<file path="src/hdl/nvsc_pkg.sv">
package nvsc_pkg;
    localparam int ADDR_W = 15;
    localparam int DATA_W = 8;
    localparam int SEQ_W  = 14;
    localparam int CLK_MHZ = 250;
    // Bus cycle phase lengths in ns, rounded up to core_clk cycles
    localparam int SETUP_NS = 12;
    localparam int SETUP_CYC = (SETUP_NS * CLK_MHZ + 999) / 1000;
    localparam int STROBE_NS = 60;
    localparam int STROBE_CYC = (STROBE_NS * CLK_MHZ + 999) / 1000;
    localparam int RECOV_NS = 20;
    localparam int RECOV_CYC = (RECOV_NS * CLK_MHZ + 999) / 1000;
    localparam int CNT_W = 8;
    localparam logic [SEQ_W-1:0] SEQ_A0   = 14'h0e38;
    localparam logic [SEQ_W-1:0] SEQ_A1   = 14'h31c7;
    localparam logic [SEQ_W-1:0] SEQ_A2   = 14'h03e0;
    localparam logic [SEQ_W-1:0] SEQ_A3   = 14'h3c1f;
    localparam logic [SEQ_W-1:0] SEQ_A4   = 14'h303f;
    localparam logic [SEQ_W-1:0] SEQ_SAVE = 14'h0fc0;
    localparam logic [SEQ_W-1:0] SEQ_LOAD = 14'h0c63;
    // Nonvolatile durations
    localparam int NV_SAVE_TIME_MS = 10;
    localparam int NV_LOAD_TIME_US = 20;
    localparam int POWERUP_LOAD_TIME_US = 550;
    localparam int NV_SAVE_CYC = NV_SAVE_TIME_MS * 1000 * CLK_MHZ;
    localparam int NV_LOAD_CYC = NV_LOAD_TIME_US * CLK_MHZ;
    localparam int POWERUP_LOAD_CYC = POWERUP_LOAD_TIME_US * CLK_MHZ;
    localparam int WAIT_W = 32;
    localparam logic [DATA_W-1:0] DATA_RST = 8'h00;

    typedef enum logic [1:0] {
        NVSC_CMD_READ = 2'b00,
        NVSC_CMD_WRITE = 2'b01,
        NVSC_CMD_SAVE = 2'b10,
        NVSC_CMD_LOAD = 2'b11
    } nvsc_cmd_t;

    typedef enum logic [2:0] {
        NVSC_IDLE  = 3'b000,
        NVSC_SETUP = 3'b001,
        NVSC_STRB  = 3'b010,
        NVSC_RECOV = 3'b011,
        NVSC_SEQ   = 3'b100,
        NVSC_BUSY  = 3'b101,
        NVSC_HWREL = 3'b110
    } nvsc_state_t;
endpackage : nvsc_pkg

</file>
<file path="src/hdl/nvsc_host.sv">
// Functional notes
// - Address held steady across whole write
// - Output enable kept high during writes
// - Write strobe held high during power-up load
// - Sequence steps are reads, one per step
`timescale 1ns/1ps
module nvsc_host
    import nvsc_pkg::*;
#(
    parameter int PU_CYC   = nvsc_pkg::POWERUP_LOAD_CYC,
    parameter int SAVE_CYC = nvsc_pkg::NV_SAVE_CYC,
    parameter int LOAD_CYC = nvsc_pkg::NV_LOAD_CYC
)(
    input  wire logic                      core_clk,
    input  wire logic                      rst_n,
    input  wire logic                      power_good,
    input  wire logic                      req_valid,
    output logic                           req_ready,
    input  wire nvsc_pkg::nvsc_cmd_t       req_cmd,
    input  wire logic [nvsc_pkg::ADDR_W-1:0] req_addr,
    input  wire logic [nvsc_pkg::DATA_W-1:0] req_wdata,
    output logic                           rsp_valid,
    output logic [nvsc_pkg::DATA_W-1:0]    rsp_rdata,
    output logic [nvsc_pkg::ADDR_W-1:0]    mem_addr,
    output logic                           chip_en_n,
    output logic                           out_en_n,
    output logic                           write_en_n,
    input  wire logic [nvsc_pkg::DATA_W-1:0] io_bus_i,
    output logic [nvsc_pkg::DATA_W-1:0]    io_bus_o,
    output logic                           io_bus_oe_n,
    input  wire logic                      store_req_n_i,
    output logic                           store_req_n_o,
    output logic                           store_req_n_oe_n,
    input  wire logic                      hw_save_req,
    output logic                           nv_busy
);
    import nvsc_pkg::*;

    nvsc_state_t               st_q, st_d;
    logic [WAIT_W-1:0]         cnt_q, cnt_d;
    logic [2:0]                step_q, step_d;
    logic                      is_wr_q, is_wr_d;
    logic                      is_save_q, is_save_d;
    logic                      pu_done_q, pu_done_d;
    logic [ADDR_W-1:0]         addr_q, addr_d;
    logic [DATA_W-1:0]         wdata_q, wdata_d;
    logic [DATA_W-1:0]         rdata_q, rdata_d;
    logic                      rvld_q, rvld_d;
    logic                      ce_q, ce_d, we_q, we_d, oe_q, oe_d, drv_q, drv_d, hsb_q, hsb_d;
    logic [2:0]                hsb_s_q, pg_s_q;
    logic [DATA_W-1:0]         io_s1_q, io_s2_q;
    logic                      hsb_low, pg_ok;
    logic                      hsb_low_q, hsb_low_d, pg_ok_q, pg_ok_d;
    logic                      hw_q, hw_d;
    logic [SEQ_W-1:0]          seq_addr;

    // Pin levels change only once second and third stages agree
    assign hsb_low_d = (hsb_s_q[1] == hsb_s_q[2]) ? ~hsb_s_q[2] : hsb_low_q;
    assign pg_ok_d   = (pg_s_q[1] == pg_s_q[2]) ? pg_s_q[2] : pg_ok_q;
    assign hsb_low   = hsb_low_q;
    assign pg_ok     = pg_ok_q;

    always_comb begin
        case (step_q)
            3'd0: seq_addr = SEQ_A0;
            3'd1: seq_addr = SEQ_A1;
            3'd2: seq_addr = SEQ_A2;
            3'd3: seq_addr = SEQ_A3;
            3'd4: seq_addr = SEQ_A4;
            default: seq_addr = is_save_q ? SEQ_SAVE : SEQ_LOAD;
        endcase
    end

    always_comb begin
        st_d = st_q;
        cnt_d = cnt_q;
        step_d = step_q;
        is_wr_d = is_wr_q;
        is_save_d = is_save_q;
        hw_d = hw_q;
        pu_done_d = pu_done_q;
        addr_d = addr_q;
        wdata_d = wdata_q;
        rdata_d = rdata_q;
        rvld_d = 1'b0;
        ce_d = ce_q;
        we_d = we_q;
        oe_d = oe_q;
        drv_d = drv_q;
        hsb_d = 1'b1;
        req_ready = 1'b0;
        case (st_q)
            NVSC_IDLE: begin
                ce_d = 1'b1;
                we_d = 1'b1;
                oe_d = 1'b1;
                drv_d = 1'b0;
                if (!pg_ok) begin
                    pu_done_d = 1'b0;
                    cnt_d = '0;
                end else if (!pu_done_q) begin
                    cnt_d = cnt_q + 1'b1;
                    if (cnt_q >= WAIT_W'(PU_CYC)) pu_done_d = 1'b1;
                end else if (hsb_low) begin
                    st_d = NVSC_HWREL;
                end else if (hw_save_req) begin
                    hw_d = 1'b1;
                    cnt_d = '0;
                    st_d = NVSC_HWREL;
                end else begin
                    req_ready = 1'b1;
                    if (req_valid) begin
                        addr_d = req_addr;
                        wdata_d = req_wdata;
                        cnt_d = '0;
                        if (req_cmd == NVSC_CMD_READ || req_cmd == NVSC_CMD_WRITE) begin
                            is_wr_d = (req_cmd == NVSC_CMD_WRITE);
                            st_d = NVSC_SETUP;
                        end else begin
                            is_save_d = (req_cmd == NVSC_CMD_SAVE);
                            is_wr_d = 1'b0;
                            step_d = 3'd0;
                            st_d = NVSC_SEQ;
                        end
                    end
                end
            end
            NVSC_SEQ: begin
                addr_d = {req_addr[ADDR_W-1], seq_addr};
                st_d = NVSC_SETUP;
            end
            NVSC_SETUP: begin
                cnt_d = cnt_q + 1'b1;
                oe_d = is_wr_q;
                drv_d = is_wr_q;
                if (cnt_q >= WAIT_W'(SETUP_CYC - 1)) begin
                    ce_d = 1'b0;
                    we_d = ~is_wr_q;
                    cnt_d = '0;
                    st_d = NVSC_STRB;
                end
            end
            NVSC_STRB: begin
                cnt_d = cnt_q + 1'b1;
                if (cnt_q >= WAIT_W'(STROBE_CYC - 1)) begin
                    rdata_d = io_s2_q;
                    rvld_d = ~is_wr_q & (step_q == 3'd7);
                    ce_d = 1'b1;
                    we_d = 1'b1;
                    oe_d = 1'b1;
                    cnt_d = '0;
                    st_d = NVSC_RECOV;
                end
            end
            NVSC_RECOV: begin
                cnt_d = cnt_q + 1'b1;
                if (cnt_q >= WAIT_W'(RECOV_CYC - 1)) begin
                    drv_d = 1'b0;
                    cnt_d = '0;
                    if (step_q == 3'd7 || is_wr_q) begin
                        step_d = 3'd7;
                        st_d = NVSC_IDLE;
                    end else if (step_q == 3'd5) begin
                        step_d = 3'd7;
                        st_d = NVSC_BUSY;
                    end else begin
                        step_d = step_q + 3'd1;
                        st_d = NVSC_SEQ;
                    end
                end
            end
            NVSC_BUSY: begin
                cnt_d = cnt_q + 1'b1;
                if (cnt_q >= (is_save_q ? WAIT_W'(SAVE_CYC) : WAIT_W'(LOAD_CYC))) begin
                    cnt_d = '0;
                    st_d = NVSC_HWREL;
                end
            end
            NVSC_HWREL: begin
                cnt_d = cnt_q + 1'b1;
                if (hw_q) begin
                    // Pulse wide enough for the device, then let the synchroniser settle
                    hsb_d = 1'b0;
                    if (cnt_q >= WAIT_W'(RECOV_CYC - 1)) begin
                        hw_d = 1'b0;
                        cnt_d = '0;
                    end
                end else if (cnt_q >= WAIT_W'(RECOV_CYC) && !hsb_low) begin
                    cnt_d = '0;
                    st_d = NVSC_IDLE;
                end
            end
            default: st_d = NVSC_IDLE;
        endcase
    end

    always_ff @(posedge core_clk) begin
        if (!rst_n) begin
            st_q <= NVSC_IDLE;
            cnt_q <= '0;
            step_q <= 3'd7;
            is_wr_q <= 1'b0;
            is_save_q <= 1'b0;
            pu_done_q <= 1'b0;
            addr_q <= '0;
            wdata_q <= DATA_RST;
            rdata_q <= DATA_RST;
            rvld_q <= 1'b0;
            ce_q <= 1'b1;
            we_q <= 1'b1;
            oe_q <= 1'b1;
            drv_q <= 1'b0;
            hsb_q <= 1'b1;
            hw_q <= 1'b0;
            hsb_low_q <= 1'b0;
            pg_ok_q <= 1'b0;
            hsb_s_q <= 3'b111;
            pg_s_q <= 3'b000;
            io_s1_q <= DATA_RST;
            io_s2_q <= DATA_RST;
        end else begin
            st_q <= st_d;
            cnt_q <= cnt_d;
            step_q <= step_d;
            is_wr_q <= is_wr_d;
            is_save_q <= is_save_d;
            pu_done_q <= pu_done_d;
            addr_q <= addr_d;
            wdata_q <= wdata_d;
            rdata_q <= rdata_d;
            rvld_q <= rvld_d;
            ce_q <= ce_d;
            we_q <= we_d;
            oe_q <= oe_d;
            drv_q <= drv_d;
            hsb_q <= hsb_d;
            hw_q <= hw_d;
            hsb_low_q <= hsb_low_d;
            pg_ok_q <= pg_ok_d;
            hsb_s_q <= {hsb_s_q[1:0], store_req_n_i};
            pg_s_q <= {pg_s_q[1:0], power_good};
            io_s1_q <= io_bus_i;
            io_s2_q <= io_s1_q;
        end
    end

    assign mem_addr = addr_q;
    assign chip_en_n = ce_q;
    assign write_en_n = we_q;
    assign out_en_n = oe_q;
    assign io_bus_o = wdata_q;
    assign io_bus_oe_n = ~drv_q;
    assign store_req_n_o = 1'b0;
    assign store_req_n_oe_n = hsb_q;
    assign rsp_valid = rvld_q;
    assign rsp_rdata = rdata_q;
    assign nv_busy = (st_q == NVSC_BUSY) || (st_q == NVSC_HWREL) || !pu_done_q;
endmodule : nvsc_host

</file>
<file path="config.mk">
export PLATFORM = sky130hd
export DESIGN_NAME = nvsc_host
export DESIGN_NICKNAME = d
export VERILOG_FILES = /design/src/hdl/nvsc_pkg.sv /design/src/hdl/nvsc_host.sv
export SDC_FILE = /design/constraint.sdc
export NUM_CORES = 1
export LEC_CHECK = 0
export ABC_AREA = 1
export BUFFER_PORTS_ARGS = -buffer_cell sky130_fd_sc_hd__buf_2
export CAP_MARGIN = 0
export CORE_AREA = 3 3 106 108
export DETAILED_ROUTE_END_ITERATION = 10
export DIE_AREA = 0 0 109 111
export GPL_ROUTABILITY_DRIVEN = 0
export PLACE_DENSITY = 0.86
export SKIP_LAST_GASP = 1
export SLEW_MARGIN = 20
export SYNTH_ARGS = -nofsm -noshare
export SYNTH_HDL_FRONTEND = slang
export SYNTH_SLANG_ARGS = --single-unit
export TNS_END_PERCENT = 30
</file>
<file path="constraint.sdc">
create_clock -name core_clk -period 2.6 [get_ports core_clk]
set_input_delay 0.78 -clock core_clk [delete_from_list [all_inputs] [get_ports core_clk]]
set_output_delay 0.78 -clock core_clk [all_outputs]
set_load 0.05 [all_outputs]
</file>
==> metrics <==
status=finished with violations; violated checks=DRC; number of maximum-capacitance violations=0; Ys Warns=0; final number of max-transition violations=0; iteration count of the initial detailed-routing pass=9; initial standard-cell utilization of the core=57.70%; number of design-rule violations left by the first detailed-router iteration=441; global-route wire length before repair=24.58 mm; count of input and output buffers=77; antenna violations before repair=0; worst setup path class=reg -> out; Fin Hold WS=0.4219 ns; synthesized netlist cell count=878; number of synthesized register bits=103; Crit path arrival time=1.63 ns; via count=5803; number of setup violations in the final report=0; Setup crit start kind=flip-flop; overall fraction of global-route tracks in use=24.83%; Antenna diodes=0; main flop type after synthesis=sky130_fd_sc_hd__dfxtp_1; maximum net fanout on the critical path=4; CTS tree=built; kind of end point of the critical path=primary output; Worst-Skew Late Latency=0.38 ns; Cell Area, Synth=0.005957 mm²; fraction of layout cells with a size suffix above 1=19.46%; Site Rows=37; cell chosen for the clock root=sky130_fd_sc_hd__clkbuf_8; Die Y-Extent=111 µm; kind of path behind the tightest hold check=reg -> reg; number of I/O pins=79; number of enable flip-flop cells after synthesis=0; Max Freq=414.9 MHz; IR drop worst, VDD=0.6342 mV; average detailed-routed wire length per instance=13.67 µm; synthesized area per cell=6.785 µm²; total congestion overflow=0; final setup TNS=0 ns; CP max-delay cell=sky130_fd_sc_hd__dfxtp_1; CTS sink count=103; growth of design area from synthesis to finish=11.95%; cells along the critical path=inv_2 -> nor2_2 -> inv_2 -> nor2_2 -> inv_1 -> nand3_1 -> buf_2; share of the yosys chip area belonging to registers=34.61%; Post-Syn Nets=936; htree depth=3; Req. time, crit path=1.82 ns; headroom to the max-slew limit=64.34%; Least-Margin Pin Slew=0.5349 ns; critical path's top delay family=buffers and inverters; Buf+Inv Stages, Crit Path=4; die span in x=109 µm; leakage power total=3.210 nW; Unique masters post-synth=47; final setup skew=0.01139 ns; CTS buffer count=9; share of flip-flops with an asynchronous set or reset=0%; vias in the first global route=5358; power density over the cells=795.0 mW/mm²; Die Outline Area=0.01210 mm²; core area=0.01032 mm²; quantity of hold-fixing buffers added after cts=0; maximum number of pins on one net before global-route repair=43; clock input transition at the sequential cells of the worst setup and hold paths=0.10 ns; detailed-route DRC error count=1; maximum buffer depth of the clock tree=2; number of antenna-violating nets in the routed design=0; Final HPWL DP=11.09 mm; RSZ-0062 raised after global routing=no; wirelength, routed=14.92 mm; Final nets=1009; post-DR vias/cell=5.314; final critical path time including I/O delays and setup=2.410 ns; highest cell delay on the worst timing path=0.42 ns; final worst-path cycle share=92.70%; endpoints failing hold=0
## Yosys cell counts (2+ instances only)
library cell / number / share of area (%)
sky130_fd_sc_hd__o22ai_1: 2 / 0.21
sky130_fd_sc_hd__a211oi_1: 3 / 0.38
sky130_fd_sc_hd__o21a_1: 2 / 0.25
sky130_fd_sc_hd__ha_1: 19 / 4.0
sky130_fd_sc_hd__or2_2: 3 / 0.32
sky130_fd_sc_hd__clkbuf_1: 14 / 0.88
sky130_fd_sc_hd__xnor2_1: 2 / 0.29
sky130_fd_sc_hd__a31oi_1: 2 / 0.21
sky130_fd_sc_hd__buf_8: 3 / 0.76
sky130_fd_sc_hd__o211ai_1: 2 / 0.25
sky130_fd_sc_hd__nor3_2: 2 / 0.34
sky130_fd_sc_hd__nand3_1: 39 / 3.3
sky130_fd_sc_hd__nor3_1: 16 / 1.3
sky130_fd_sc_hd__buf_6: 2 / 0.38
sky130_fd_sc_hd__nand2_1: 193 / 12
sky130_fd_sc_hd__o32ai_1: 2 / 0.29
sky130_fd_sc_hd__xor2_1: 19 / 2.8
sky130_fd_sc_hd__nor2_1: 134 / 8.4
sky130_fd_sc_hd__nor4_1: 5 / 0.53
sky130_fd_sc_hd__and3_1: 2 / 0.21
sky130_fd_sc_hd__a21oi_1: 51 / 4.3
sky130_fd_sc_hd__o21ai_0: 53 / 4.5
sky130_fd_sc_hd__buf_2: 3 / 0.25
sky130_fd_sc_hd__inv_1: 105 / 6.6
sky130_fd_sc_hd__nand3_2: 21 / 3.5
sky130_fd_sc_hd__dfxtp_1: 103 / 35
sky130_fd_sc_hd__o221ai_1: 2 / 0.29
sky130_fd_sc_hd__clkinv_1: 2 / 0.13
sky130_fd_sc_hd__inv_2: 16 / 1.0
sky130_fd_sc_hd__nand4_2: 2 / 0.42
sky130_fd_sc_hd__a21oi_2: 20 / 2.9
sky130_fd_sc_hd__nand2_2: 2 / 0.21
sky130_fd_sc_hd__nor2_2: 7 / 0.74
sky130_fd_sc_hd__buf_4: 5 / 0.63
sky130_fd_sc_hd__nand4_1: 8 / 0.84
## where the power goes
group	leakage, nW	switching (W)	internal [W]	total (W)
combinational	2.27	0.00171	0.000656	0.00236
sequential	0.840	0.000120	0.00175	0.00187
clock	0.104	0.000585	0.000483	0.00107
## kinds of logic after synthesis
family | count (synthesis) | synth area share [%]
DFF | 103 | 34.61
buffers and inverters | 153 | 10.92
adders and majority gates | 19 | 3.991
and+or+nand+nor | 438 | 33.27
AOI/OAI and AO/OA | 143 | 14.05
other | 1 | 0.06295
xor gates and xnor gates | 21 | 3.088
## worst paths after layout
kind	startpoint	end	slack, ns	cells after the start
hold / removal	pg_s_q[0]	pg_s_q[1]	0.42	2
hold reg to reg	pg_s_q[0]	pg_s_q[1]	0.42	2
setup reg to reg	is_save_q	cnt_q[7]	0.31	16
setup / recovery	st_q[0]	nv_busy	0.19	7
## cells in the final DEF, fill, tap and decap left out, types with 5 or more instances in the layout
cell and count:
sky130_fd_sc_hd__nor3_1 16, sky130_fd_sc_hd__nor2_1 134, sky130_fd_sc_hd__dfxtp_1 102, sky130_fd_sc_hd__buf_2 77
sky130_fd_sc_hd__nor4_1 5, sky130_fd_sc_hd__nand3_1 39, sky130_fd_sc_hd__nand3_2 21, sky130_fd_sc_hd__buf_4 11
sky130_fd_sc_hd__a21oi_1 51, sky130_fd_sc_hd__nand4_1 8, sky130_fd_sc_hd__ha_1 19, sky130_fd_sc_hd__inv_2 17
sky130_fd_sc_hd__nor2_2 7, sky130_fd_sc_hd__clkbuf_8 10, sky130_fd_sc_hd__a21oi_2 20, sky130_fd_sc_hd__o21ai_0 53
sky130_fd_sc_hd__inv_1 104, sky130_fd_sc_hd__xor2_1 19, sky130_fd_sc_hd__nand2_1 193
## sequential cells by signal, indices dropped and copies added (netlist names), 3 cells and up
register   flops
cnt_q         32
hsb_s_q        3
io_bus_o       8
io_s1_q        8
io_s2_q        8
mem_addr      15
pg_s_q         3
rsp_rdata      8
st_q           3
step_q         3
## repair_timing
action,4_1_cts,5_1_grt
setup buffers,0,0
endpoints found under the hold margin,0,0
endpoints found under the setup margin,0,3
gates resized for setup,0,2
## layout make-up
| class | count | area [µm²] |
|---|---|---|
| Fill cell | 925 | 3655 |
| Multi-Input combinational cell | 622 | 3244 |
| Sequential cell | 103 | 2063 |
| Timing Repair Buffer | 90 | 508.0 |
| Inverter | 125 | 473.0 |
| Tap cell | 136 | 170.2 |
| Clock buffer | 10 | 137.6 |
| Clock inverter | 6 | 72.57 |
## metal layers
metal  vias to the layer above  share of wire, %  track usage, %
li1                       2943                 -               -
met1                      2598                43           33.02
met2                       239                47           40.99
met3                        23               8.3           4.892
met4                         0               1.2           6.145
met5                         -                 0               0
## worst reg2reg max path, delay by kind of cell (launching register included)
kind                       cells  cell delay [ns]
buffers and inverters          4             0.40
and+or+nand+nor               10             0.94
adders and majority gates      1             0.31
AOI/OAI and AO/OA              1             0.16
DFF                            1             0.39
## per-stage QoR
stage / std cells / utilization [%] / total power (W) / area [µm²] / setup WS (ns)
2_1_floorplan: 878 / - / 0.003807 / 5957 / 0.1597
3_3_place_gp: 1076 / 62.55 / 0.004182 / 6457 / 0.3242
3_5_place_dp: 1076 / 62.55 / 0.004230 / 6457 / 0.2377
4_1_cts: 1092 / 64.59 / 0.005286 / 6668 / 0.1913
5_1_grt: 1092 / 64.60 / 0.005630 / 6669 / 0.05261
6_report: 1092 / 64.60 / 0.005302 / 6669 / 0.1899
Power figures use the tool's default switching activity.
